$ cat src/act_regs.vh
// Register map, field layout and constants of the converter control block
`ifndef ACT_REGS_VH
`define ACT_REGS_VH

`define ACT_ADDR_W        4
`define ACT_DATA_W        8

`define ACT_OFF_SC1       4'h0
`define ACT_OFF_SC2       4'h1
`define ACT_OFF_CFG       4'h2
`define ACT_OFF_RESH      4'h3
`define ACT_OFF_RESL      4'h4
`define ACT_OFF_APCL      4'h5
`define ACT_OFF_APCH      4'h6
`define ACT_OFF_ISTS      4'h7
`define ACT_OFF_IMSK      4'h8

`define ACT_SC1_CHAN_LSB  0
`define ACT_SC1_CONT_BIT  5
`define ACT_SC1_COCO_BIT  7
`define ACT_SC2_HWT_BIT   0
`define ACT_SC2_BUSY_BIT  7
`define ACT_CFG_MODE_BIT  2
`define ACT_CFG_DIV_LSB   5

`define ACT_IRQ_DONE      0
`define ACT_IRQ_IGN       1
`define ACT_IRQ_ABORT     2

`define ACT_CHAN_RST      5'h1f
`define ACT_CHAN_OFF      5'h1f
`define ACT_CHAN_LOW_LO   5'h10
`define ACT_CHAN_LOW_HI   5'h15
`define ACT_CHAN_TEMP     5'h1a
`define ACT_CHAN_GAP      5'h1b
`define ACT_CHAN_HIGH     5'h1d
`define ACT_CHAN_LOW      5'h1e

`endif

$ cat src/act_ctrl.v
// Channel, trigger, divider and pin control for the 10-bit converter
`timescale 1ns/10ps
`default_nettype none
`include "act_regs.vh"

module act_ctrl (
    input  wire        clk,
    input  wire        nrst,
    input  wire [3:0]  bus_addr,
    input  wire [7:0]  bus_wdata,
    input  wire        bus_wr,
    input  wire        bus_rd,
    output wire [7:0]  bus_rdata,
    input  wire        hw_trigger_input,
    output wire        core_start,
    output wire        core_abort,
    output wire [4:0]  core_channel,
    output wire        core_to_low_ref,
    output wire        core_enable,
    output wire        core_mode_10,
    output wire        core_clk_en,
    input  wire        core_done,
    input  wire [9:0]  core_result,
    input  wire [15:0] port_out,
    input  wire [15:0] port_oe,
    input  wire [15:0] port_pull,
    input  wire [15:0] pad_in,
    output wire [15:0] pad_out,
    output wire [15:0] pad_oe,
    output wire [15:0] pad_pull_en,
    output wire [15:0] port_in,
    output wire        irq
);

    localparam [1:0] ST_IDLE = 2'b01;
    localparam [1:0] ST_CONV = 2'b10;

    // Unused and reserved codes still reach the core; they read back garbage
    function low_ref;
        input [4:0] code;
        begin
            low_ref = ((code >= `ACT_CHAN_LOW_LO) && (code <= `ACT_CHAN_LOW_HI))
                      || (code == `ACT_CHAN_LOW);
        end
    endfunction

    function [2:0] div_top;
        input [1:0] sel;
        begin
            case (sel)
                2'h0:    div_top = 3'h0;
                2'h1:    div_top = 3'h1;
                2'h2:    div_top = 3'h3;
                default: div_top = 3'h7;
            endcase
        end
    endfunction

    function chan_off;
        input [4:0] code;
        begin
            chan_off = (code == `ACT_CHAN_OFF);
        end
    endfunction

    // Analog pins drop every digital request, whatever the port asks
    function [15:0] mask_analog;
        input [15:0] req;
        input [15:0] sel;
        begin
            mask_analog = req & ~sel;
        end
    endfunction

    reg [1:0]  state_reg;
    reg [1:0]  state_next;
    reg [4:0]  chan_reg;
    reg [4:0]  chan_next;
    reg        cont_reg;
    reg        hwt_reg;
    reg        mode_reg;
    reg [1:0]  div_reg;
    reg [7:0]  apcl_reg;
    reg [7:0]  apch_reg;
    reg [9:0]  res_reg;
    reg        coco_reg;
    reg [2:0]  ists_reg;
    reg [2:0]  ists_next;
    reg [2:0]  imsk_reg;
    reg        irq_reg;
    reg [7:0]  rdata_reg;
    reg [7:0]  rdata_next;
    reg        start_reg;
    reg        abort_reg;
    reg        lowref_reg;
    reg        enable_reg;
    reg [2:0]  cnt_reg;
    reg        clken_reg;
    reg        trg_s1;
    reg        trg_s2;
    reg        trg_s3;
    reg [15:0] pad_s1;
    reg [15:0] pad_s2;
    reg [15:0] pad_out_reg;
    reg [15:0] pad_oe_reg;
    reg [15:0] pull_reg;
    reg [15:0] port_in_reg;

    wire        busy;
    wire        wr_sc1;
    wire        sw_start;
    wire        hw_edge;
    wire        hw_start;
    wire        hw_ignored;
    wire        done;
    wire        restart;
    wire [15:0] analog;
    wire        rd_ists;
    wire        rd_resl;

    assign busy       = state_reg[1];
    assign wr_sc1     = bus_wr && (bus_addr == `ACT_OFF_SC1);
    assign sw_start   = wr_sc1 && !hwt_reg
                        && !chan_off(bus_wdata[4:0]);
    assign hw_edge    = trg_s2 && !trg_s3;
    // Busy covers a continuous run, so later edges fall here too
    assign hw_start   = hw_edge && hwt_reg && !busy && !wr_sc1
                        && !chan_off(chan_reg);
    assign hw_ignored = hw_edge && hwt_reg && busy;
    assign done       = busy && core_done && !wr_sc1;
    assign restart    = done && cont_reg;
    assign analog     = {apch_reg, apcl_reg};
    assign rd_ists    = bus_rd && (bus_addr == `ACT_OFF_ISTS);
    assign rd_resl    = bus_rd && (bus_addr == `ACT_OFF_RESL);

    always @* begin
        chan_next = chan_reg;
        if (wr_sc1) begin
            chan_next = bus_wdata[4:0];
        end
    end

    always @* begin
        state_next = state_reg;
        case (state_reg)
            ST_IDLE: begin
                if (sw_start || hw_start) begin
                    state_next = ST_CONV;
                end
            end
            ST_CONV: begin
                if (wr_sc1) begin
                    // New settings act at once after the abort
                    state_next = sw_start ? ST_CONV : ST_IDLE;
                end else if (done && !cont_reg) begin
                    state_next = ST_IDLE;
                end
            end
            default: begin
                state_next = ST_IDLE;
            end
        endcase
    end

    always @* begin
        ists_next = ists_reg;
        if (rd_ists) begin
            ists_next = 3'h0;
        end
        // Events set after the read clear, so none is lost
        if (done) begin
            ists_next[`ACT_IRQ_DONE] = 1'b1;
        end
        if (hw_ignored) begin
            ists_next[`ACT_IRQ_IGN] = 1'b1;
        end
        if (wr_sc1 && busy) begin
            ists_next[`ACT_IRQ_ABORT] = 1'b1;
        end
    end

    always @* begin
        rdata_next = 8'h00;
        case (bus_addr)
            `ACT_OFF_SC1: begin
                rdata_next[4:0] = chan_reg;
                rdata_next[`ACT_SC1_CONT_BIT] = cont_reg;
                rdata_next[`ACT_SC1_COCO_BIT] = coco_reg;
            end
            `ACT_OFF_SC2: begin
                rdata_next[`ACT_SC2_HWT_BIT] = hwt_reg;
                rdata_next[`ACT_SC2_BUSY_BIT] = busy;
            end
            `ACT_OFF_CFG: begin
                rdata_next[`ACT_CFG_MODE_BIT] = mode_reg;
                rdata_next[`ACT_CFG_DIV_LSB +: 2] = div_reg;
            end
            `ACT_OFF_RESH: begin
                rdata_next[1:0] = res_reg[9:8];
            end
            `ACT_OFF_RESL: begin
                rdata_next = res_reg[7:0];
            end
            `ACT_OFF_APCL: begin
                rdata_next = apcl_reg;
            end
            `ACT_OFF_APCH: begin
                rdata_next = apch_reg;
            end
            `ACT_OFF_ISTS: begin
                rdata_next[2:0] = ists_reg;
            end
            `ACT_OFF_IMSK: begin
                rdata_next[2:0] = imsk_reg;
            end
            default: begin
                rdata_next = 8'h00;
            end
        endcase
    end

    always @(posedge clk) begin
        if (!nrst) begin
            state_reg <= ST_IDLE;
            chan_reg  <= `ACT_CHAN_RST;
            cont_reg  <= 1'b0;
            hwt_reg   <= 1'b0;
            mode_reg  <= 1'b0;
            div_reg   <= 2'h0;
            apcl_reg  <= 8'h00;
            apch_reg  <= 8'h00;
            imsk_reg  <= 3'h0;
            ists_reg  <= 3'h0;
            irq_reg   <= 1'b0;
            rdata_reg <= 8'h00;
        end else begin
            state_reg <= state_next;
            chan_reg  <= chan_next;
            ists_reg  <= ists_next;
            irq_reg   <= |(ists_next & imsk_reg);
            if (bus_rd) begin
                rdata_reg <= rdata_next;
            end else begin
                rdata_reg <= 8'h00;
            end
            if (wr_sc1) begin
                cont_reg <= bus_wdata[`ACT_SC1_CONT_BIT];
            end
            if (bus_wr) begin
                case (bus_addr)
                    `ACT_OFF_SC2: begin
                        hwt_reg <= bus_wdata[`ACT_SC2_HWT_BIT];
                    end
                    `ACT_OFF_CFG: begin
                        mode_reg <= bus_wdata[`ACT_CFG_MODE_BIT];
                        div_reg  <= bus_wdata[`ACT_CFG_DIV_LSB +: 2];
                    end
                    `ACT_OFF_APCL: begin
                        apcl_reg <= bus_wdata;
                    end
                    `ACT_OFF_APCH: begin
                        apch_reg <= bus_wdata;
                    end
                    `ACT_OFF_IMSK: begin
                        imsk_reg <= bus_wdata[2:0];
                    end
                    default: begin
                        imsk_reg <= imsk_reg;
                    end
                endcase
            end
        end
    end

    always @(posedge clk) begin
        if (!nrst) begin
            res_reg  <= 10'h000;
            coco_reg <= 1'b0;
        end else begin
            if (done) begin
                // Eight-bit results keep the upper bits clear
                if (mode_reg) begin
                    res_reg <= core_result;
                end else begin
                    res_reg <= {2'b00, core_result[7:0]};
                end
                coco_reg <= 1'b1;
            end else if (wr_sc1 || rd_resl) begin
                coco_reg <= 1'b0;
            end
        end
    end

    always @(posedge clk) begin
        if (!nrst) begin
            start_reg  <= 1'b0;
            abort_reg  <= 1'b0;
            lowref_reg <= 1'b0;
            enable_reg <= 1'b0;
        end else begin
            start_reg  <= sw_start || hw_start || restart;
            abort_reg  <= wr_sc1 && busy;
            lowref_reg <= low_ref(chan_next);
            enable_reg <= !chan_off(chan_next);
        end
    end

    // Divider only runs while converting, to save power when idle
    always @(posedge clk) begin
        if (!nrst) begin
            cnt_reg   <= 3'h0;
            clken_reg <= 1'b0;
        end else if (!busy) begin
            cnt_reg   <= 3'h0;
            clken_reg <= 1'b0;
        end else if (cnt_reg >= div_top(div_reg)) begin
            cnt_reg   <= 3'h0;
            clken_reg <= 1'b1;
        end else begin
            cnt_reg   <= cnt_reg + 3'h1;
            clken_reg <= 1'b0;
        end
    end

    // Trigger is asynchronous: two stages, then the edge stage
    always @(posedge clk) begin
        if (!nrst) begin
            trg_s1 <= 1'b0;
            trg_s2 <= 1'b0;
            trg_s3 <= 1'b0;
        end else begin
            trg_s1 <= hw_trigger_input;
            trg_s2 <= trg_s1;
            trg_s3 <= trg_s2;
        end
    end

    always @(posedge clk) begin
        if (!nrst) begin
            pad_s1      <= 16'h0000;
            pad_s2      <= 16'h0000;
            pad_out_reg <= 16'h0000;
            pad_oe_reg  <= 16'h0000;
            pull_reg    <= 16'h0000;
            port_in_reg <= 16'h0000;
        end else begin
            pad_s1      <= pad_in;
            pad_s2      <= pad_s1;
            pad_out_reg <= mask_analog(port_out, analog);
            pad_oe_reg  <= mask_analog(port_oe, analog);
            pull_reg    <= mask_analog(port_pull, analog);
            port_in_reg <= mask_analog(pad_s2, analog);
        end
    end

    assign bus_rdata       = rdata_reg;
    assign core_start      = start_reg;
    assign core_abort      = abort_reg;
    assign core_channel    = chan_reg;
    assign core_to_low_ref = lowref_reg;
    assign core_enable     = enable_reg;
    assign core_mode_10    = mode_reg;
    assign core_clk_en     = clken_reg;
    assign pad_out         = pad_out_reg;
    assign pad_oe          = pad_oe_reg;
    assign pad_pull_en     = pull_reg;
    assign port_in         = port_in_reg;
    assign irq             = irq_reg;

endmodule // act_ctrl

`default_nettype wire

$ cat config.mk
export PLATFORM = sky130hd
export DESIGN_NAME = act_ctrl
export DESIGN_NICKNAME = d
export VERILOG_FILES = /design/src/act_ctrl.v
export VERILOG_INCLUDE_DIRS = /design/src /design/src/src
export SDC_FILE = /design/constraint.sdc
export NUM_CORES = 1
export LEC_CHECK = 0
export ABC_AREA = 0
export CORE_ASPECT_RATIO = 0.5
export CORE_UTILIZATION = 45
export DETAILED_ROUTE_END_ITERATION = 8
export DONT_BUFFER_PORTS = 1
export GPL_TIMING_DRIVEN = 0
export PLACE_DENSITY = 0.58
export SKIP_LAST_GASP = 1
export SYNTH_ARGS = -nofsm -noshare
export SYNTH_HDL_FRONTEND = slang
export SYNTH_SLANG_ARGS = --single-unit
export TNS_END_PERCENT = 5
$ cat constraint.sdc
create_clock -name clk -period 1.5 [get_ports clk]
set_input_delay 0.075 -clock clk [delete_from_list [all_inputs] [get_ports clk]]
set_output_delay 0.075 -clock clk [all_outputs]
set_load 0.1 [all_outputs]
# Yosys cells after proc, flatten, opt, wreduce, memory -nomap -nowiden
# Index checks and enable logic that the tools add are counted.
# W data, S select, Z words.
word_totals:
  reg_bits: 161
  input_bits: 92
classes:
  add_sub_neg: 1
  n_lt_le_gt_ge: 3
  n_eq_ne: 18
  mux: 24
  bitwise: 8
  n_reduce_logical: 42
ops:
  columns: ["op", "n"]
  rows:
  - ["$and A16 B16 Y16", 4]
  - ["$eq A5 B5 Y1 const B", 4]
  - ["$logic_and A1 B1 Y1", 17]
  - ["$eq A4 B3 Y1 const B", 4]
  - ["$not A16 Y16", 1]
  - ["$reduce_and A2 Y1", 8]
  - ["$pmux W1 S7", 2]
  - ["$mux W10", 1]
  - ["$pmux W1 S5", 2]
  - ["$mux W3", 3]
  - ["$pmux W3 S3", 1]
  - ["$eq A4 B2 Y1 const B", 2]
  - ["$logic_not A1 Y1", 8]
  - ["$mux W2", 4]
  - ["$pmux W1 S8", 1]
  - ["$pmux W2 S4", 1]
  - ["$mux W1", 6]
  - ["$reduce_or A3 Y1", 2]
  - ["$ge A5 B5 Y1 const B", 1]
  - ["$le A5 B5 Y1 const B", 1]
  - ["$mux W5", 1]
  - ["$eq A2 B1 Y1 const B", 2]
  - ["$eq A2 B2 Y1 const B", 2]
  - ["$eq A4 B1 Y1 const B", 1]
  - ["other kinds (13)", 17]

# Longest topological paths before layout
# Gate-level depths: netlist of the first run.
depth:
  ltp_word: 9
  depth_mapped: 7

# Least setup slack after synthesis of the first run
# Ideal clock, no wire load.
synth_path:
  path_type: "reg2reg"
  from: "register chan_reg[1], in the netlist core_channel[1]"
  to: "register state_reg[0]"
  setup_time_ps: 122
  t_arrival_ps: 1711
  t_required_ps: 1378
  slack_ps: -333
  stages_incl_launch_ff: 6
  path_cell_list: "dfxtp_1 -> nand2_1 -> o21a_1 -> mux2i_1 -> a21oi_2 -> mux2i_1"
synth_between:
  elab_chain_len: 6
synth_rtl:
  columns: ["item", "line", "text"]
  rows:
  - ["start: declaration", "act_ctrl.v:77", "reg [4:0] chan_reg;"]
  - ["start signal: assignment", "act_ctrl.v:225", "chan_reg <= `ACT_CHAN_RST;"]
  - ["start signal: assignment", "act_ctrl.v:238", "chan_reg <= chan_next;"]
  - ["$eq A5 B5 Y1 (no source line)", null, null]
  - ["$logic_not A1 Y1", "act_ctrl.v:128", "&& !chan_off(chan_reg);"]
  - ["$logic_and A1 B1 Y1", "act_ctrl.v:128", null]
  - ["$logic_or A1 B1 Y1", "act_ctrl.v:147", "if (sw_start || hw_start) begin"]
  - ["$ne A2 B2 Y1 (no source line)", null, null]
  - ["$reduce_and A2 Y1 (no source line)", null, null]
  - ["end signal: assignment", "act_ctrl.v:237", "state_reg <= state_next;"]
  - ["end: declaration", "act_ctrl.v:75", "reg [1:0] state_reg;"]
# Every way passes these cells.
# A chain may end at the register's enable or synchronous reset.

# Worst setup path in the final report of the first run
layout_path:
  from: "register div_reg[0]"
  to: "register cnt_reg[1]"
layout_between:
  elab_chain_len: 6
layout_rtl:
  columns: ["item", "line", "text"]
  rows:
  - ["start: declaration", "act_ctrl.v:82", "reg [1:0] div_reg;"]
  - ["start signal: assignment", "act_ctrl.v:256", "div_reg <= bus_wdata[`ACT_CFG_DIV_LSB +: 2];"]
  - ["$eq A2 B2 Y1 (tied with other cells)", "act_ctrl.v:50", "case (sel)"]
  - ["$pmux W3 S3 *", "act_ctrl.v:50", null]
  - ["$mux W3 *", "act_ctrl.v:313", "end else if (!busy) begin"]
  - ["$mux W3 *", "act_ctrl.v:310", "if (!nrst) begin"]
  - ["$ge A3 B3 Y1 *", "act_ctrl.v:316", "end else if (cnt_reg >= div_top(div_reg)) begin"]
  - ["$reduce_or A3 Y1 (no source line) *", null, null]
  - ["end signal: assignment", "act_ctrl.v:320", "cnt_reg <= cnt_reg + 3'h1;"]
  - ["end: declaration", "act_ctrl.v:97", "reg [2:0] cnt_reg;"]
# Mark *: on every way between the ends. The rest lies on a longest branch, timed or not. The select of a mux whose other input is x is not followed.

==> flow_summary.toml, run 1 <==
[clocking]
cts-root-buf = "clkbuf_16"
cts.sinks = 161
ctsHtreeMaxLevel = 4
cts_buffers = 17
clk_pin_slew_ps = 70
insertion_delay_ps = 420
cts_tree = "yes"
clock_path_buffers = 2

[power]
internal_power_mw = 7.27
seq_power_share = 0.503
comb_power_share = 0.092
p_sw_frac = 0.300
power_switching_mw = 3.12
leakage_nw = 2.98
p_per_area_mw_per_mm2 = 1410
peakVddDrop_mv = 0.662
power_frac_clock = 0.404

[synth]
ys_dominant_reg_cell = "dfxtp_1"
netlist_instances = 538
synth_edf_count = 0
async_reset_ff_frac = 0
syn-num-nets = 636
yosysWarnings = 0
yosysSeqAreaShare = 0.584
syn_area_mm2 = 0.00552
synth_seq_cells = 161
avgSynthCellArea_um2 = 10.3
synth_cell_types = 46

[placement]
place.gp.congestion = 0.901
dp_cells = 703
hpwl_mm = 10.0
port_buffers = 0

[floorplan]
fp.dieH_um = 80.3
die-width_um = 159
ios = 176
core_region_area_mm2 = 0.0119
rows = 28
die-area_mm2 = 0.0127
start_util = 0.464

[grt]
antenna_found_initial = 0
grt_start_max_net_pins = 17
grt_pass1_vias = 3921
grt.total_usage = 0.239
grt_remaining_overflow = 0
grt_pass1_wl_mm = 21.8

[layout]
layout.nets = 754
fillers = 957
syn_to_final_growth_pct = 33.3
num_antenna_cells = 0
instances_no_fill = 833
drive_gt1_frac = 0.105

[critical_path]
cp_slowest_cell = "dfxtp_4"
required_ps = 1860
end_kind = "flip-flop"
critical_path_class = "reg -> reg"
crit_chain = "or2_4 -> ha_4 -> nand2b_4 -> a21o_1 -> a21oi_2 -> nand3_2 -> nor2_1"
worstPathArrival_ps = 1870
path_max_fanout = 3
start_kind = "flip-flop"
slowest_delay_ps = 350

[run_status]
status = "complete, but fails checks"
violations = "negative setup slack"

[timing]
fin_skew_ps = 11.9
period_share = 1.01
worstMarginPinSlew_ps = 1000
clock.fmax_ghz = 0.659
period_minus_slack_ps = 1520
slew_viol_final = 0
setup_tns_ps = -83.1
rsz0062_at_grt = "yes"
hold_viol_final = 0
slew_headroom = 0.332
setup_slack_ps = -17.9
setup_viol = 7

[routing]
wirelength_mm = 15.0
via_per_inst = 5.17
ant_nets = 0
drc = 0
num_vias = 4305
dr.first_iter.drc_count = 342
dr.pass1.iters = 5
wl_per_cell_um = 18.0

[job]
maxCapViolCount = 0

[min_path]
hp-class = "in -> reg"
==> stage by stage <==
step	setup WS (ps)	total power, mW	area [µm²]	util	hold slack [ps]
floorplan	-217	5.83	5520	-	197
global placement	-565	6.01	5730	0.482	197
detailed placement	-576	6.03	5730	0.482	200
CTS	-21.4	10.5	7350	0.619	9.52
global route	-103	10.7	7350	0.619	44.8
finish	-17.9	10.4	7350	0.619	25.5
==> synthesized netlist by cell type, types with 2 or more instances <==
library cell / instances / area share
mux4_2: 2 / 0.0082
nor2_1: 51 / 0.035
o21ai_0: 8 / 0.0073
a22o_1: 4 / 0.0063
nand4b_1: 2 / 0.0032
nand2b_1: 5 / 0.0057
a32oi_1: 2 / 0.0032
dfxtp_1: 161 / 0.58
clkbuf_1: 16 / 0.011
nor3_1: 4 / 0.0036
inv_1: 10 / 0.0068
o21a_1: 3 / 0.0041
ha_1: 6 / 0.014
nand3_1: 24 / 0.022
nand2_1: 34 / 0.023
and3_1: 6 / 0.0068
a222oi_1: 2 / 0.0036
mux2i_1: 29 / 0.053
a22oi_1: 3 / 0.0041
a21oi_1: 24 / 0.022
mux2_2: 3 / 0.0061
a21o_1: 3 / 0.0041
a211oi_1: 3 / 0.0041
buf_2: 5 / 0.0045
or2_2: 4 / 0.0045
a31oi_1: 4 / 0.0045
a221oi_1: 2 / 0.0032
nor2b_1: 3 / 0.0034
and2_1: 97 / 0.11
nand3b_1: 2 / 0.0027
==> placed cells by master, fill, tap and decap left out, types with 5 or more instances in the layout <==
cell type | synthesis | final
o21ai_0 | 8 | 7
ha_1 | 6 | 5
and3_1 | 6 | 6
a21oi_1 | 24 | 22
inv_1 | 10 | 10
clkbuf_1 | 16 | 15
nand3_1 | 24 | 23
mux2i_1 | 29 | 29
dfxtp_4 | 0 | 6
clkbuf_16 | 0 | 17
nand2_1 | 34 | 33
nor2_1 | 51 | 51
and2_1 | 97 | 97
dlygate4sd3_1 | 0 | 95
dfxtp_1 | 161 | 153
==> critical path, delay by kind of cell (launching register included) <==
kind	cells	cell delay [ps]
and+or+nand+nor	4	590
DFF	1	350
AOI/OAI and AO/OA	2	310
adders and majority gates	1	200
==> power groups by stage <==
stage	Sequential [mW]	Combinational, mW	Clock [mW]
3_3_place_gp	5.33	0.679	0
2_1_floorplan	5.31	0.522	0
3_5_place_dp	5.33	0.698	0
5_1_grt	5.25	1.04	4.44
4_1_cts	5.23	0.951	4.28
6_report	5.23	0.959	4.20
==> cells by family (layout without fill, tap and decap cells) <==
kind of cell | after synthesis | in the layout | synth area share
compound gates | 64 | 64 | 0.0760
xor+xnor | 1 | 1 | 0.00159
fa+ha+maj | 6 | 6 | 0.0136
buf+inv | 32 | 162 | 0.0236
flops | 161 | 161 | 0.584
mux | 35 | 35 | 0.0696
simple gates | 239 | 239 | 0.231
==> timing repair <==
action / CTS / global route
pin swaps: 5 / 0
resized for setup: 21 / 1
cloned: 0 / 0
setup endpoints to repair: 22 / 17
hold buffers: 96 / 0
hold endpoints to repair: 114 / 0
buffers inserted: 3 / 0
==> final timing paths <==
kind	start	end	slack, ps	cells after the start
min reg2reg	pad_s1[7]$_SDFF_PN0_	pad_s2[7]$_SDFF_PN0_	420	1
max reg2reg	div_reg[0]$_SDFFE_PN0P_	cnt_reg[1]$_SDFF_PP0_	-20	7
max	div_reg[0]$_SDFFE_PN0P_	cnt_reg[1]$_SDFF_PP0_	-20	7
min	bus_wdata[2]	core_enable$_SDFF_PN0_	30	3
==> cell type report <==
| class | count | area [µm²] | area share |
|---|---|---|---|
| clock inverter | 14 | 145 | 0.0197 |
| multi-input combinational | 345 | 2200 | 0.299 |
| clock buffer | 17 | 425 | 0.0579 |
| buffer | 22 | 103 | 0.0140 |
| sequential | 161 | 3250 | 0.442 |
| tap | 165 | 206 | 0.0281 |
| inverter | 10 | 37.5 | 0.00511 |
| timing repair buffer | 99 | 986 | 0.134 |
==> routing by layer <==
metal | vias to the layer above | GRT usage | wire length, µm
met5 | - | 0 | 0
met4 | 0 | 0.0856 | 216
met3 | 22 | 0.0556 | 1150
li1 | 2041 | - | -
met1 | 2043 | 0.319 | 6950
met2 | 199 | 0.379 | 6690
Power figures use the tool's default switching activity.
==> inputs of run 2 (changes only) <==
Settings changed: ABC_AREA 0 to 1.
==> run 2 against run 1 <==
The run ends with negative hold slack left. Global-route usage rose by 1.6 points. Clock-buffer cell count rose by 1. Critical path depth rose by 1. First-iteration DRC count rose by 20%. Worst setup slack improved by 26 ps. Via count rose by 9.7%. Core utilization fell by 0.59 points. Sequential share of layout area rose by 0.21 points. Sequential power rose by 3%. Critical path type is now in -> reg. Largest power group unchanged. Highest routed layer unchanged.
==> flow_summary.toml, run 2 <==
[critical_path]
start_kind = "input pin"
end_kind = "flip-flop"
reg2reg_slack_ps = 8
reg2reg_depth = 9
path_max_fanout = 10
worstPathArrival_ps = 1800
r2r-start = "core_channel[0]$_SDFF_PN1_"
critical_path_class = "in -> reg"
required_ps = 1810
worstReg2RegEnd = "state_reg[1]$_SDFFE_PN0P_"

[synth]
synthMuxAreaShare = 0
yosysSeqAreaShare = 0.581
yosys.area.top_type = "dfxtp_1"
async_reset_ff_frac = 0
yosys-top-cells-area = "dfxtp_1 58%, nand2_1 11%, nor2_1 6.6%, inv_1 6.1%, a21oi_1 3.4%"
synth_cell_types = 31
ys_dominant_reg_cell = "dfxtp_1"
syn-num-nets = 780
avgSynthCellArea_um2 = 8.13
synth_common_cells = "161 x dfxtp_1, 160 x nand2_1, 97 x nor2_1"
yosysWarnings = 0
synth_most_common_cell = "dfxtp_1"
netlist_instances = 682
synthSimpleGateAreaFrac = 0.227
synthAdderAreaFrac = 0.0135
synth_xor_area_frac = 0.00158
synth_top_area_frac = 0.581
syn_area_mm2 = 0.00555
synth_compound_area_frac = 0.0966
synth_edf_count = 0
synth_seq_cells = 161
synth_top_family_by_area = "simple AND/OR/NAND/NOR gates"

[grt]
grt_pass1_wl_mm = 24.1
grt_pass1_vias = 4466
grt_remaining_overflow = 0
antenna_found_initial = 0
grt.total_usage = 0.256
grt_start_max_net_pins = 17

[timing]
fin_skew_ps = 7.56
worstMarginPinSlew_ps = 965
period_minus_slack_ps = 1490
hold_slack_ps = -88.0
setup_tns_ps = 0
slew_headroom = 0.356
rsz0062_at_grt = "yes"
slew_viol_final = 0
setup_viol = 0
hold_viol_final = 3
period_share = 0.995
clock.fmax_ghz = 0.670
setup_slack_ps = 8.16

[layout]
num_antenna_cells = 0
fin_util = 0.613
fin_area_mm2 = 0.00730
final_common_cell = "nand2_1"
layout_common_cells = "160 x nand2_1, 154 x dfxtp_1, 97 x nor2_1, 90 x inv_1, 89 x dlygate4sd3_1"
instances_no_fill = 968
layout.nets = 888
drive_gt1_frac = 0.0847
syn_to_final_growth_pct = 31.7

[min_path]
min_from = "bus_addr[3]"
whs_endpoint = "bus_rdata[1]$_SDFF_PN0_"
hold_depth = 3
hp-class = "in -> reg"

[floorplan]
core_region_area_mm2 = 0.0119
die-area_mm2 = 0.0128
fp.dieH_um = 80.5
rows = 28
die-width_um = 159
ios = 176
start_util = 0.466

[routing]
wirelength_mm = 16.0
dr.pass1.iters = 5
ant_nets = 0
drc = 0
via_per_inst = 4.88
wl_per_cell_um = 16.6
num_vias = 4724
dr.first_iter.drc_count = 411

[placement]
pre_cts_slack_ps = -155
dp_cells = 847
port_buffers = 0
place.gp.congestion = 0.873
place_area_mm2 = 0.00576
hpwl_mm = 11.3

[clocking]
ctsHtreeMaxLevel = 4
cts_buffers = 17
cts-root-buf = "clkbuf_16"
cts_hold_buffers = 89
cts.sinks = 161
cts_setup_buffers = 0
insertion_delay_ps = 420
clock_path_buffers = 2
clk_pin_slew_ps = 70
cts_tree = "yes"

[power]
peakVddDrop_mv = 0.759
p_per_area_mw_per_mm2 = 1510
leakage_nw = 3.39

[job]
maxCapViolCount = 0

[run_status]
status = "complete, but fails checks"
violations = "negative hold slack"
==> run 2: worst max-delay path by stage <==
stage / endpoint / startpoint / slack (ps) / cells past startpoint
after floorplan: bus_rdata[2]$_SDFF_PN0_ / core_mode_10$_SDFFE_PN0P_ / 7 / 4
after global placement: state_reg[1]$_SDFFE_PN0P_ / core_channel[4]$_SDFF_PN1_ / -150 / 9
after detailed placement: core_start$_SDFF_PN0_ / core_channel[4]$_SDFF_PN1_ / -150 / 7
after CTS: core_enable$_SDFF_PN0_ / core_channel[3]$_SDFF_PN1_ / -60 / 5
after global routing: state_reg[1]$_SDFFE_PN0P_ / core_channel[0]$_SDFF_PN1_ / -150 / 9
final: core_start$_SDFF_PN0_ / bus_addr[2] / 8 / 8
==> run 2: stage by stage <==
stage,hold slack [ps],power [mW]
2_1_floorplan,173,5.99
3_3_place_gp,176,6.21
3_5_place_dp,176,6.22
4_1_cts,-95.2,11.1
5_1_grt,-83.6,11.4
6_report,-88.0,11.0
==> run 2: cell type report <==
class / count / area, µm²
plain buffers: 22 / 95.1
clock buffers: 18 / 439
clock inverters: 14 / 203
fillers: 1038 / 4610
inverters: 93 / 349
multi-input cells: 406 / 1880
flip-flops and latches: 161 / 3240
well taps: 165 / 206
repair buffers: 89 / 891
==> run 2: cells by family after synthesis <==
| logic type | Yosys count |
|---|---|
| AO/OA/AOI/OAI | 97 |
| AND/OR/NAND/NOR | 302 |
| adder cells (fa/ha/maj) | 6 |
| XOR/XNOR | 1 |
| buffers and inverters | 115 |
| flip-flops | 161 |
==> run 2: critical path, stage by stage <==
cell and delay (ps):
dlygate4sd3_1 580, nor2_4 250, nand3_4 170, nand2_1 100, buf_2 220, nor2_1 100, o21ai_0 240, inv_1 70
==> run 2: metal layers <==
layer / GRT usage / up-vias / part of all wire
met1: 0.333 / 2142 / 0.46
li1: - / 2338 / -
met4: 0.0856 / 0 / 0.015
met3: 0.0801 / 22 / 0.094
met2: 0.404 / 222 / 0.43
met5: 0 / - / 0
==> run 2: repair_timing <==
item,4_1_cts,5_1_grt
setup endpoints to repair,7,20
endpoints found under the hold margin,107,3
resized for setup,2,4
==> run 2: power by group <==
part / internal [mW] / switching [mW] / leakage (nW)
Sequential: 4.52 / 0.876 / 1.32
Combinational: 0.407 / 0.546 / 1.76
Clock: 2.86 / 1.84 / 0.310
Total: 7.78 / 3.26 / 3.39
